## src/wstx_pkg.sv

```systemverilog
/*
 * Constants shared by the serial transmit port of one WAN line.
 * Assumes a single core clock of 100 MHz that samples the line clock pin.
 */
// Behaviour
// - Launch each serial bit on line clock rise
// - Accept gapped line clock up to 52 MHz (the 100 MHz core samples too slowly to follow 52 MHz)
// - No new bit in blocked or missing period
// - Enable sampled one edge ahead of bit
// - Enable polarity chosen by line control setting
// - Sustain up to 52 Mbps on serial output (one bit per line clock rise; a 100 MHz core cannot follow a 52 MHz line clock)
// - X.86 mode: pin marks last bit of byte
package wstx_pkg;

    // ------------------------------------------------------------
    // Line control bits
    // ------------------------------------------------------------
    localparam int CTL_W = 2;
    localparam int CTL_POL_BIT = 0;
    localparam int CTL_X86_BIT = 1;

    // ------------------------------------------------------------
    // Data path
    // ------------------------------------------------------------
    localparam int BYTE_W = 8;
    localparam int FIFO_DEPTH = 8;
    localparam int LEFT_W = 3;
    localparam logic [LEFT_W-1:0] BITS_AFTER_FIRST = 3'h7;
    localparam logic [LEFT_W-1:0] LAST_LEFT = 3'h1;
    localparam logic IDLE_LEVEL = 1'h1;

    // ------------------------------------------------------------
    // Pin sampling
    // ------------------------------------------------------------
    localparam int PIN_W = 2;
    localparam int PIN_CLK = 0;
    localparam int PIN_EN = 1;
    localparam logic [PIN_W-1:0] PIN_RST = 2'h0;

    // ------------------------------------------------------------
    // Timing
    // ------------------------------------------------------------
    // Three-stage sampling needs several core cycles per line
    // half period; a full 52 MHz line clock wants a faster core.
    localparam int CLK_KHZ = 100000;
    localparam int LINE_MAX_KHZ = 52000;
    localparam int LINE_MIN_CYCLES = (CLK_KHZ + LINE_MAX_KHZ - 1)
                                     / LINE_MAX_KHZ;

endpackage : wstx_pkg

```

## src/wstx_fifo.sv

```systemverilog
/*
 * Flip-flop FIFO with valid and ready on both sides.
 * Assumes DEPTH is a power of two and one clock domain.
 */
module wstx_fifo #(
    parameter int WIDTH = 8,
    parameter int DEPTH = 8
) (
    input wire logic clk,
    input wire logic nrst,
    input wire logic [WIDTH-1:0] in_data,
    input wire logic in_valid,
    output logic in_ready,
    output logic [WIDTH-1:0] out_data,
    output logic out_valid,
    input wire logic out_ready
);

    localparam int AW = $clog2(DEPTH);
    localparam logic [AW:0] FULL = (AW + 1)'(DEPTH);

    typedef struct packed {
        logic [DEPTH-1:0][WIDTH-1:0] mem;
        logic [AW-1:0] wr;
        logic [AW-1:0] rd;
        logic [AW:0] count;
        logic not_full;
    } wstx_fifo_state_t;

    wstx_fifo_state_t st;
    wstx_fifo_state_t next_st;
    logic push;
    logic pop;

    // ------------------------------------------------------------
    // Pointers and count
    // ------------------------------------------------------------
    always_comb begin
        next_st = st;
        push = in_valid && st.not_full;
        pop = out_ready && (st.count != '0);
        if (push) begin
            next_st.mem[st.wr] = in_data;
            next_st.wr = st.wr + 1'b1;
        end
        if (pop) begin
            next_st.rd = st.rd + 1'b1;
        end
        if (push && !pop) begin
            next_st.count = st.count + 1'b1;
        end else if (pop && !push) begin
            next_st.count = st.count - 1'b1;
        end
        // Ready kept as a flop so the port has no logic behind it
        next_st.not_full = next_st.count != FULL;
    end

    always_ff @(posedge clk or negedge nrst) begin
        if (!nrst) begin
            st <= '{mem: '0, wr: '0, rd: '0, count: '0, not_full: 1'b1};
        end else begin
            st <= next_st;
        end
    end

    assign in_ready = st.not_full;
    assign out_valid = st.count != '0;
    assign out_data = st.mem[st.rd];

    a_fifo_bounded: assert property (@(posedge clk) disable iff (!nrst)
        st.count <= FULL)
        else $error("fifo count beyond depth");

    c_fifo_full: cover property (@(posedge clk) disable iff (!nrst)
        !st.not_full);

endmodule : wstx_fifo

```

## src/wstx_pin_sync.sv

```systemverilog
/*
 * Three-stage pin sampler with agreement filter.
 * Assumes inputs arrive asynchronously to clk.
 */
module wstx_pin_sync #(
    parameter int W = 2,
    parameter logic [W-1:0] RST = '0
) (
    input wire logic clk,
    input wire logic nrst,
    input wire logic [W-1:0] pin,
    output logic [W-1:0] level
);

    typedef struct packed {
        logic [W-1:0] s1;
        logic [W-1:0] s2;
        logic [W-1:0] s3;
        logic [W-1:0] level;
    } wstx_sync_state_t;

    wstx_sync_state_t st;
    wstx_sync_state_t next_st;

    // ------------------------------------------------------------
    // Filter
    // ------------------------------------------------------------
    always_comb begin
        next_st = st;
        next_st.s1 = pin;
        next_st.s2 = st.s1;
        next_st.s3 = st.s2;
        // Stage one is never looked at here, only stages two and three
        next_st.level = (~(st.s2 ^ st.s3) & st.s3)
                        | ((st.s2 ^ st.s3) & st.level);
    end

    always_ff @(posedge clk or negedge nrst) begin
        if (!nrst) begin
            st <= '{s1: RST, s2: RST, s3: RST, level: RST};
        end else begin
            st <= next_st;
        end
    end

    assign level = st.level;

endmodule : wstx_pin_sync

```

## src/wstx_tx_port.sv

```systemverilog
/*
 * Transmit side of one serial WAN port: bytes from a FIFO are shifted
 * out LSB first, one bit per admitted rising edge of the line clock.
 * Assumes the line clock and enable pins are asynchronous to clk and
 * that the line control bits are static or set from the clk domain.
 */
module wstx_tx_port (
    input wire logic clk,
    input wire logic nrst,
    input wire logic [wstx_pkg::CTL_W-1:0] tx_line_control_reg,
    input wire logic tx_line_clock_in,
    input wire logic tx_line_data_enable,
    output logic tx_byte_sync_out,
    output logic tx_byte_sync_oe,
    output logic tx_line_serial_out,
    input wire logic [wstx_pkg::BYTE_W-1:0] tx_data,
    input wire logic tx_valid,
    output logic tx_ready
);

    typedef struct packed {
        logic prev_clk;
        logic admit;
        logic busy;
        logic [wstx_pkg::LEFT_W-1:0] left;
        logic [wstx_pkg::BYTE_W-1:0] sh;
        logic serial;
        logic sync;
        logic oe;
    } wstx_port_state_t;

    wstx_port_state_t st;
    wstx_port_state_t next_st;

    logic [wstx_pkg::PIN_W-1:0] pin_lvl;
    logic clk_lvl;
    logic en_lvl;
    logic line_edge;
    logic x86;
    logic pol;
    logic pop;
    logic fifo_valid;
    logic [wstx_pkg::BYTE_W-1:0] fifo_data;

    // ------------------------------------------------------------
    // Pin sampling
    // ------------------------------------------------------------
    // Clock and enable share one sampler so both see equal latency
    wstx_pin_sync #(
        .W(wstx_pkg::PIN_W),
        .RST(wstx_pkg::PIN_RST)
    ) u_sync (
        .clk(clk),
        .nrst(nrst),
        .pin({tx_line_data_enable, tx_line_clock_in}),
        .level(pin_lvl)
    );

    assign clk_lvl = pin_lvl[wstx_pkg::PIN_CLK];
    assign en_lvl = pin_lvl[wstx_pkg::PIN_EN];
    assign x86 = tx_line_control_reg[wstx_pkg::CTL_X86_BIT];
    assign pol = tx_line_control_reg[wstx_pkg::CTL_POL_BIT];

    // ------------------------------------------------------------
    // Byte buffer
    // ------------------------------------------------------------
    wstx_fifo #(
        .WIDTH(wstx_pkg::BYTE_W),
        .DEPTH(wstx_pkg::FIFO_DEPTH)
    ) u_fifo (
        .clk(clk),
        .nrst(nrst),
        .in_data(tx_data),
        .in_valid(tx_valid),
        .in_ready(tx_ready),
        .out_data(fifo_data),
        .out_valid(fifo_valid),
        .out_ready(pop)
    );

    // ------------------------------------------------------------
    // Shifter
    // ------------------------------------------------------------
    always_comb begin
        next_st = st;
        pop = 1'b0;
        // A missing line clock period gives no edge and so no bit
        line_edge = clk_lvl && !st.prev_clk;
        next_st.prev_clk = clk_lvl;
        next_st.oe = x86;
        if (line_edge) begin
            // Outside X.86 mode, enable at this edge decides the next bit position; in X.86 mode every position is admitted
            if (x86) begin
                next_st.admit = 1'b1;
            end else begin
                next_st.admit = en_lvl == pol;
            end
            if (st.admit) begin
                next_st.sync = 1'b0;
                if (st.busy) begin
                    next_st.serial = st.sh[0];
                    next_st.sh = st.sh >> 1;
                    next_st.left = st.left - 1'b1;
                    if (st.left == wstx_pkg::LAST_LEFT) begin
                        next_st.busy = 1'b0;
                        next_st.sync = x86;
                    end
                end else if (fifo_valid) begin
                    // Refill on the same edge keeps bytes back to back
                    pop = 1'b1;
                    next_st.serial = fifo_data[0];
                    next_st.sh = fifo_data >> 1;
                    next_st.left = wstx_pkg::BITS_AFTER_FIRST;
                    next_st.busy = 1'b1;
                end else begin
                    // Underrun: line idles at mark, no byte counted
                    next_st.serial = wstx_pkg::IDLE_LEVEL;
                end
            end
            // Blocked period: serial and byte position hold
        end
    end

    always_ff @(posedge clk or negedge nrst) begin
        if (!nrst) begin
            st <= '{prev_clk: 1'b0, admit: 1'b1, busy: 1'b0,
                    left: '0, sh: '0, serial: wstx_pkg::IDLE_LEVEL,
                    sync: 1'b0, oe: 1'b0};
        end else begin
            st <= next_st;
        end
    end

    assign tx_line_serial_out = st.serial;
    assign tx_byte_sync_out = st.sync;
    // Pin driven only in X.86 mode; otherwise it carries the framer's data enable
    assign tx_byte_sync_oe = st.oe;

    // ------------------------------------------------------------
    // Checks
    // ------------------------------------------------------------
    a_launch_on_edge: assert property (@(posedge clk) disable iff (!nrst)
        !line_edge |=> $stable(tx_line_serial_out))
        else $error("serial output moved without line clock rise");

    a_gap_no_bit: assert property (@(posedge clk) disable iff (!nrst)
        $stable(clk_lvl) |=> $stable(st.sh) && $stable(st.left))
        else $error("bit advanced during a gapped period");

    a_blocked_holds: assert property (@(posedge clk) disable iff (!nrst)
        line_edge && !st.admit |=> $stable(tx_line_serial_out)
            && $stable(st.sh) && $stable(st.busy))
        else $error("bit launched in a blocked period");

    a_enable_ahead: assert property (@(posedge clk) disable iff (!nrst)
        line_edge && !x86 |=> st.admit == $past(en_lvl == pol))
        else $error("enable not applied to the following bit");

    a_polarity_block: assert property (@(posedge clk) disable iff (!nrst)
        line_edge && !x86 && en_lvl != pol |=> !st.admit)
        else $error("inactive enable level did not block the bit");

    a_byte_load: assert property (@(posedge clk) disable iff (!nrst)
        pop |-> line_edge && st.admit && !st.busy
        ##1 st.busy && st.left == wstx_pkg::BITS_AFTER_FIRST)
        else $error("byte load at wrong moment or wrong count");

    a_sync_last_bit: assert property (@(posedge clk) disable iff (!nrst)
        $rose(tx_byte_sync_out) |-> !st.busy && st.left == '0
            && tx_byte_sync_oe && $past(st.left) == wstx_pkg::LAST_LEFT)
        else $error("byte sync not on last bit of byte");

    a_sync_mode_only: assert property (@(posedge clk) disable iff (!nrst)
        !x86 |=> !tx_byte_sync_oe && !tx_byte_sync_out)
        else $error("byte sync driven outside X.86 mode");

    a_drive_follows: assert property (@(posedge clk) disable iff (!nrst)
        x86 ##1 x86 |-> tx_byte_sync_oe)
        else $error("byte sync pin not driven in X.86 mode");

    c_byte_sent: cover property (@(posedge clk) disable iff (!nrst)
        pop ##[1:300] $fell(st.busy));

    c_blocked_edge: cover property (@(posedge clk) disable iff (!nrst)
        line_edge && !st.admit && st.busy);

    c_sync_pulse: cover property (@(posedge clk) disable iff (!nrst)
        $rose(tx_byte_sync_out));

    c_back_to_back: cover property (@(posedge clk) disable iff (!nrst)
        $fell(st.busy) ##[1:40] pop);

endmodule : wstx_tx_port

```

## config.mk

```make
export PLATFORM = sky130hd
export DESIGN_NAME = wstx_tx_port
export DESIGN_NICKNAME = d
export VERILOG_FILES = /design/src/wstx_pkg.sv /design/src/wstx_fifo.sv /design/src/wstx_pin_sync.sv /design/src/wstx_tx_port.sv
export SDC_FILE = /design/constraint.sdc
export NUM_CORES = 1
export LEC_CHECK = 0
export BUFFER_PORTS_ARGS = -buffer_cell sky130_fd_sc_hd__buf_2
export CAP_MARGIN = 20
export CELL_PAD_IN_SITES_DETAIL_PLACEMENT = 1
export CELL_PAD_IN_SITES_GLOBAL_PLACEMENT = 2
export CORE_ASPECT_RATIO = 1.5
export CORE_MARGIN = 5
export CORE_UTILIZATION = 44
export DETAILED_ROUTE_END_ITERATION = 6
export PLACE_DENSITY = 0.81
export SLEW_MARGIN = 20
export SYNTH_ARGS = -nofsm -noshare
export SYNTH_HDL_FRONTEND = slang
export SYNTH_SLANG_ARGS = --single-unit
```

## constraint.sdc

```tcl
create_clock -name clk -period 2.2 [get_ports clk]
set_input_delay 0.55 -clock clk [delete_from_list [all_inputs] [get_ports clk]]
set_output_delay 0.55 -clock clk [all_outputs]
set_load 0.05 [all_outputs]
```

Yosys cells after proc, flatten, opt, wreduce, memory -nomap -nowiden
Cells that the tools add are included.
W data, S select, Z words.
- flip-flop bits (word level): 100
- input bits: 15
- output and inout bits: 4
- $add $sub $neg: 5
- magnitude comparators: 3
- eq/ne operators: 3
- mux-type cells: 18
- bitwise logic cells: 5
- reductions and logical operators: 13
- operators with widths (kind ; number):
    $bwmux W64 ; 1
    $bmux W8 S3 ; 1
    $demux W8 S3 ; 1
    $mux W8 ; 2
    $mux W13 ; 1
    $mux W12 ; 1
    $mux W1 ; 9
    $lt A3 B4 Y1 const B ; 2
    $mux W4 ; 2
    $add A3 B1 Y3 const B ; 2
    $logic_and A1 B1 Y1 ; 6
    $add A4 B1 Y4 const B ; 1
    $and A2 B2 Y2 ; 2
    $ne A4 B4 Y1 const B ; 1
    $reduce_bool A4 Y1 ; 1
    $sub A4 B1 Y4 const B ; 1
    $eq A3 B1 Y1 const B ; 1
    $ge A3 B1 Y1 const B ; 1
    $logic_not A1 Y1 ; 3
    $reduce_and A3 Y1 ; 1
    $sub A3 B1 Y3 const B ; 1
    $not A2 Y2 ; 1
    $or A2 B2 Y2 ; 1
    $reduce_and A2 Y1 ; 1
    3 further kinds ; 3

Longest topological paths before layout
Gate-level depths: netlist of the first run.
- depth after elaboration: 10
- depth in mapped cells: 7

Cells and area by module
A second synthesis of the first run with hierarchy kept.
- cells, all modules: 327
- area total of the unflattened synthesis: 4652.0 sq um
- modules (own cells, without submodules) (module ; instances ; cells an instance ; area an instance (sq um)):
    wstx_fifo ; 1 ; 237 ; 3584.7
    wstx_tx_port ; 1 ; 78 ; 829.5
    wstx_pin_sync ; 1 ; 12 ; 237.7

Worst setup path before layout of the first run
OpenSTA, ideal clock, no wires.
- kind: reg-to-reg
- start: register u_fifo.st, in the netlist u_fifo.in_ready
- end: register u_fifo.st[11] (netlist bit)
- setup time: 125 ps
- data arrival time: 1742 ps
- required time: 2075 ps
- setup slack: 333 ps
- cell stages (with the launch flop): 5
- path buffers: 1
- period minus slack after synthesis: 1867 ps
- path through: dfstp_2 nand2_2 or4_4 buf_6 mux2_4
- cells in the longest elaborated chain, start to end: 1
- RTL lines (what ; RTL line ; text):
    from (decl) ; wstx_fifo.sv:30 ; wstx_fifo_state_t st;
    from (signal assigned) ; wstx_fifo.sv:60 ; st <= '{mem: '0, wr: '0, rd: '0, count: '0, not_full: 1'b1};
    from (signal assigned) ; wstx_fifo.sv:62 ; st <= next_st;
    $logic_and A1 B1 Y1 ; wstx_fifo.sv:40 ; push = in_valid && st.not_full;
No other way between the ends.
A chain may end at the register's enable or synchronous reset.

==> impl_metrics.csv, run 1 <==
group,metric,value,unit
setup_path,cp_cell_sequence,"inv_1 -> ha_1 -> nor3b_2 -> o31ai_2 -> o22ai_1 -> xor2_1 -> nand3b_1",
sta,fin_crit_sh,89.1,%
sta,tightestPinTransition,486,ps
route,via_per_inst,5.68,
route,wirelength,9.72,mm
sta,relSlewSlack,67.6,%
logic_synthesis,yosysTopAreaCellShare,53.3,%
place,placed_cells,463,
global_routing,antenna_found_initial,0,
place,io_buffers,18,
route,num_vias,2720,
setup_path,reg2reg_slack,240,ps
job,cap_violations,0,
logic_synthesis,ys.warnings.count,0,
floorplanning,fp.dieH,134,um
logic_synthesis,synthArstFlopShare,100,%
logic_synthesis,seq_area_frac_synth,55.1,%
setup_path,start_kind,"flop",
sta,whs,164,ps
power,cellPowerDensity,1490,mW/mm^2
power,peakVddDrop,0.534,mV
logic_synthesis,synth_xor_area_share,1.75,%
logic_synthesis,muxShareOfSynthArea,25.2,%
sta,period_needed,1960,ps
route,dr.pass1.iters,3,
logic_synthesis,synth_edf_count,0,
sta,fin_tns_setup,0,ps
logic_synthesis,syn-mean-instance-area,13.9,um^2
layout,antenna_cells,0,
setup_path,cpPeakStageDelay,420,ps
floorplanning,core_area,0.0101,mm^2
logic_synthesis,synth_top_family_by_area,"multiplexers",
sta,fin_skew,4.96,ps
logic_synthesis,synth_top_cell_by_area,"dfrtp_1",
setup_path,endpoint_kind,"flop",
route,drc,0,
route,routed_wire_length_per_instance,20.3,um
floorplanning,io_pins,19,
floorplanning,fp-row-count,45,
clock_network,cts_resized,0,
floorplanning,dieArea,0.0124,mm^2
route,first_iter_violations,87,
clock_network,post_cts_buffers,0,
logic_synthesis,synth.distinct_cells,50,
logic_synthesis,synthSimpleGateAreaFrac,6.86,%
sta,final_max_slew_viol_count,0,
logic_synthesis,syn_nets,344,
setup_path,crit_path_max_fanout,6,
clock_network,ctsHtreeMaxLevel,3,
logic_synthesis,synthCells,323,
clock_network,root_buffer,"clkbuf_16",
layout,nFillCells,1012,
sta,rsz0062_at_grt,"false",
global_routing,grt_pass1_wl,16.2,mm
layout,area_growth,13.7,%
clock_network,clock_tree.buffer_depth,2,
logic_synthesis,synth-compound-area-share,6.75,%
logic_synthesis,netlist_area,0.00450,mm^2
global_routing,overflow,0,
sta,fmax,510,MHz
setup_path,timing.rr.end,"u_fifo.in_ready",
floorplanning,start_util,44.7,%
route,ant_nets,0,
logic_synthesis,synthAdderAreaFrac,2.11,%
setup_path,worstSetupPathType,"reg2reg",
setup_path,arrival,2220,ps
clock_network,path_clk_slew,70,ps
logic_synthesis,synth_top_cells_by_area,"dfrtp_1, mux2_2, mux2i_1",
global_routing,first_global_vias,3072,
outcome,status,"completed",
place,dpl.hpwl,6.80,mm
place,gp_congestion,0.771,
setup_path,reg2reg_depth,7,
setup_path,worstPathRequired,2460,ps
clock_network,cts_hold_buffers,0,
sta,setup_viol,0,
sta,hold_viol,0,
layout,layout.cells.non_filler,479,
logic_synthesis,synth_top_flop_cell,"dfrtp_1",
setup_path,r2r-start,"u_fifo.st[1]",
power,cellLeakagePower,0.00224,uW
clock_network,clkLatencyLatePin,340,ps
logic_synthesis,yosysMostFrequentCell,"dfrtp_1",
clock_network,cts_tree,"built",
global_routing,grt_util_all_layers,17.1,%
logic_synthesis,yosys-top-cells-count,"dfrtp_1, mux2_2, mux2i_1",
logic_synthesis,ys_ff_latch,99,
hold_path,min_path_type,"in2async",
clock_network,numCtsBuffers,9,
global_routing,grt_max_degree,36,
clock_network,clock_sinks,99,
layout,drive_gt1_share,38.7,%
layout,nNetsFinal,378,
setup_path,crit_slowest_cell,"dfrtp_1",
floorplanning,die_w,92.6,um
==> report_power, final <==
| part | internal, uW | leakage [uW] | switching [uW] |
|---|---|---|---|
| sequential | 2650 | 0.00117 | 599 |
| clock | 1030 | 0.000157 | 650 |
| combinational | 1460 | 0.000909 | 1220 |
| total | 5140 | 0.00224 | 2470 |
==> kinds of logic after synthesis <==
logic type / after synthesis
fa+ha+maj: 8
buf+inv: 18
compound gates: 42
mux: 97
simple gates: 50
xor+xnor: 9
flops: 99
==> state kept, by name (all words and copies together), names as in the netlist <==
name	cells
u_sync.next_st	4
st	13
u_fifo.st	74
tx_byte_sync_oe	1
u_sync.level	2
tx_byte_sync_out	1
tx_line_serial_out	1
u_sync.st	2
u_fifo.in_ready	1
==> final cells by class <==
| cell class | count | area, um^2 | share of cell area [%] |
|---|---|---|---|
| clock buffers | 12 | 246 | 4.81 |
| flip-flops and latches | 99 | 2480 | 48.4 |
| multi-input cells | 206 | 1920 | 37.5 |
| inverters | 6 | 22.5 | 0.440 |
| clock inverters | 4 | 73.8 | 1.44 |
| well taps | 117 | 146 | 2.86 |
| repair buffers | 35 | 233 | 4.54 |
==> cell usage in the layout, fill, tap and decap left out, types with 7 or more instances in the layout <==
cell,Yosys,final
mux2i_1,27,27
mux2_4,8,8
buf_2,4,17
buf_4,2,17
dfrtp_1,96,96
a22oi_1,13,13
mux2_2,58,58
nor2_1,11,11
xnor2_1,7,7
clkbuf_16,0,9
nand2_1,10,10
==> worst max path at each step <==
stage / cells past startpoint / startpoint / endpoint / slack [ps]
2_1_floorplan: 4 / u_fifo.in_ready / u_fifo.st[11] / 330
3_3_place_gp: 5 / tx_valid / u_fifo.st[43] / 300
3_5_place_dp: 6 / u_fifo.st[1] / u_fifo.st[6] / 260
4_1_cts: 6 / u_fifo.st[1] / u_fifo.st[6] / 230
5_1_grt: 7 / u_fifo.st[1] / u_fifo.in_ready / 60
6_report: 7 / u_fifo.st[1] / u_fifo.in_ready / 240
==> stage by stage <==
step                total power, uW  area, um^2  setup WS (ps)  util, %
global placement               5860        4800            298     47.7
floorplan                      5230        4500            333        -
finish                         7610        5120            240     50.8
global route                   8100        5120           61.2     50.8
detailed placement             6000        4800            257     47.7
CTS                            7730        5120            229     50.8
==> worst max-delay path: cells and delay by family, from the launching register on <==
family	cells	cell delay [ps]
AO/OA/AOI/OAI	2	600
flip-flops	1	420
AND/OR/NAND/NOR	2	310
adder cells (fa/ha/maj)	1	240
XOR/XNOR	1	210
buffers and inverters	1	100
==> layer usage <==
| metal | GRT usage (%) | vias up | wire length, um |
|---|---|---|---|
| met1 | 19.7 | 1435 | 3920 |
| li1 | - | 1253 | - |
| met4 | 4.73 | 0 | 121 |
| met5 | 0 | - | 0 |
| met3 | 3.98 | 9 | 223 |
| met2 | 31.4 | 23 | 5460 |
Note: power is estimated with default switching activity, not from simulation.
==> inputs of run 2 (changes only) <==
Settings changed: CORE_UTILIZATION 44 to 45, PLACE_DENSITY 0.81 to 0.82, SYNTH_HIERARCHICAL from default to 1.
==> impl_metrics.csv, run 2 <==
group,metric,value,unit
outcome,status,"completed",
global_routing,grt_max_degree,47,
layout,nNetsFinal,378,
clock_network,clock_sinks,99,
sta,fin_crit_sh,94.5,%
global_routing,first_global_vias,3110,
setup_path,cp_cell_sequence,"inv_1 -> ha_1 -> nor3b_4 -> inv_2 -> nand2b_4 -> nor2_2 -> buf_4 -> a41o_1 -> o211a_1 -> nand4bb_1",
layout,largest_reg_flops,74,
hold_path,min_path_type,"in2async",
logic_synthesis,netlist_area,0.00465,mm^2
logic_synthesis,yosysMostFrequentCell,"dfrtp_1",
route,first_iter_violations,87,
logic_synthesis,synth_top_cell_by_area,"dfrtp_1",
layout,regArea,0.00248,mm^2
floorplanning,fp-row-count,45,
route,ant_nets,0,
place,gp_congestion,0.731,
setup_path,arrival,2330,ps
floorplanning,start_util,45.9,%
setup_path,worstSetupPathType,"reg2reg",
setup_path,r2r-start,"u_fifo/st[2]",
job,cap_violations,0,
clock_network,clock_tree.buffer_depth,2,
setup_path,critPathLaunch,"u_fifo/st[2]",
sta,whs,138,ps
logic_synthesis,synth.distinct_cells,53,
floorplanning,dieArea,0.0125,mm^2
floorplanning,io_pins,19,
route,routed_wire_length_per_instance,21.2,um
setup_path,worstPathRequired,2460,ps
route,dr.pass1.iters,4,
setup_path,crit_slowest_cell,"dfrtp_2",
logic_synthesis,synth_top_cells_by_area,"dfrtp_1, mux2_2, mux4_2",
logic_synthesis,yosys-top-cells-count,"dfrtp_1, mux2_2, mux4_2",
logic_synthesis,yosysTopAreaCellShare,51.6,%
global_routing,grt_pass1_wl,16.9,mm
clock_network,cts_tree,"built",
logic_synthesis,seq_area_frac_synth,53.3,%
place,placed_cell_area,0.00495,mm^2
route,wirelength,10.2,mm
place,dp_slack,56.5,ps
power,cellPowerDensity,1490,mW/mm^2
setup_path,critPathTopFamily,"simple AND/OR/NAND/NOR gates",
sta,period_needed,2080,ps
sta,tightestPinTransition,533,ps
layout,regMostFlops,"u_fifo/st",
setup_path,reg2reg_slack,120,ps
sta,fin_skew,4.94,ps
layout,layout_commonest_cell,"dfrtp_1",
global_routing,grt_util_all_layers,17.6,%
place,dpl.hpwl,6.59,mm
layout,area_growth,13.5,%
logic_synthesis,synthCells,327,
setup_path,crit_path_max_fanout,9,
logic_synthesis,syn-mean-instance-area,14.2,um^2
logic_synthesis,synth_edf_count,0,
logic_synthesis,syn_nets,348,
setup_path,endpoint_kind,"flop",
layout,fin_area,0.00528,mm^2
clock_network,ctsHtreeMaxLevel,3,
sta,relSlewSlack,64.5,%
clock_network,numCtsBuffers,9,
floorplanning,die_w,93.0,um
layout,multi_input_area,0.00202,mm^2
global_routing,overflow,0,
layout,antenna_cells,0,
setup_path,timing.rr.end,"u_fifo/in_ready",
setup_path,cpPeakStageDelay,440,ps
setup_path,reg2reg_depth,10,
logic_synthesis,ys.warnings.count,6,
layout,final_cell_mix,"dfrtp_1, mux2_2, buf_4, buf_2, mux4_2",
sta,rsz0062_at_grt,"true",
clock_network,cts_hold_buffers,0,
power,peakVddDrop,0.559,mV
logic_synthesis,synth_top_flop_cell,"dfrtp_1",
place,io_buffers,18,
sta,fin_ws,121,ps
logic_synthesis,ys_ff_latch,99,
layout,drive_gt1_share,45.6,%
sta,final_max_slew_viol_count,0,
sta,setup_viol,0,
clock_network,path_clk_slew,70,ps
floorplanning,core_area,0.0101,mm^2
layout,nFillCells,1014,
floorplanning,fp.dieH,135,um
route,num_vias,2787,
sta,hold_viol,0,
global_routing,antenna_found_initial,0,
setup_path,crit_buf_inv,3,
route,drc,0,
setup_path,start_kind,"flop",
route,via_per_inst,5.82,
sta,fmax,481,MHz
power,cellLeakagePower,0.00228,uW
clock_network,clkLatencyLatePin,340,ps
clock_network,root_buffer,"clkbuf_16",
logic_synthesis,synthArstFlopShare,100,%
-- run 2: cell count changes after synthesis, moves of 3 or more --
| cell | before | now |
|---|---|---|
| a21oi_1 | 6 | 3 |
| a22oi_1 | 13 | 0 |
| a32oi_1 | 6 | 0 |
| buf_6 | 3 | 6 |
| inv_1 | 6 | 10 |
| mux2_2 | 58 | 65 |
| mux2i_1 | 27 | 0 |
| mux4_2 | 4 | 16 |
| nand2_1 | 10 | 14 |
| nand4_1 | 0 | 3 |
| o22ai_1 | 2 | 7 |
| o32ai_1 | 0 | 6 |
-- run 2: cells by family after synthesis --
kind of cell    count (synthesis)  synth area share, %
mux                            89                 26.1
compound gates                 37                 6.00
flops                          99                 53.3
simple gates                   61                 7.96
fa+ha+maj                       8                 2.10
buf+inv                        28                 3.60
xor+xnor                        5                0.941
-- run 2: per-layer routing --
metal | wire [um] | track usage, % | up-vias | part of all wire (%)
met1 | 4420 | 23.3 | 1470 | 43
met5 | 0 | 0 | - | 0
met2 | 5350 | 29.5 | 32 | 53
met3 | 241 | 3.29 | 14 | 2.4
li1 | - | - | 1271 | -
met4 | 145 | 5.22 | 0 | 1.4
-- run 2: metrics by stage --
stage                     TNS [ps]  total power (uW)  utilization, %  instances
after global routing         -19.6              8330            52.1        479
after global placement           0              5990            48.8        463
after detailed placement         0              6140            48.8        463
after floorplan                  0              5330               -        327
final                            0              7850            52.1        479
after CTS                        0              7900            51.9        479
-- run 2: power by group --
part / total, uW / switching [uW] / internal (uW) / leakage, uW
combinational: 2960 / 1270 / 1690 / 0.000942
sequential: 3200 / 558 / 2640 / 0.00118
clock: 1690 / 688 / 1000 / 0.000157
-- run 2: layout make-up --
cell class              count  share of cell area, %
multi-input cells         200                   38.3
well taps                 117                   2.77
inverters                  10                  0.711
repair buffers             37                   5.17
clock inverters             6                   1.66
flip-flops and latches     99                   47.0
clock buffers              10                   4.34
-- run 2: worst max-delay path by stage --
| stage | to | slack (ps) | cells after the start |
|---|---|---|---|
| after floorplan | u_fifo/in_ready | 20 | 11 |
| after detailed placement | u_fifo/in_ready | 60 | 10 |
| after CTS | u_fifo/in_ready | 40 | 10 |
| after global placement | u_fifo/in_ready | 150 | 10 |
| final | u_fifo/in_ready | 120 | 10 |
| after global routing | u_fifo/in_ready | -20 | 10 |
-- run 2: what timing repair did --
item | CTS | global route
setup buffers | 0 | 0
gates resized for setup | 1 | 5
setup endpoints to repair | 1 | 7
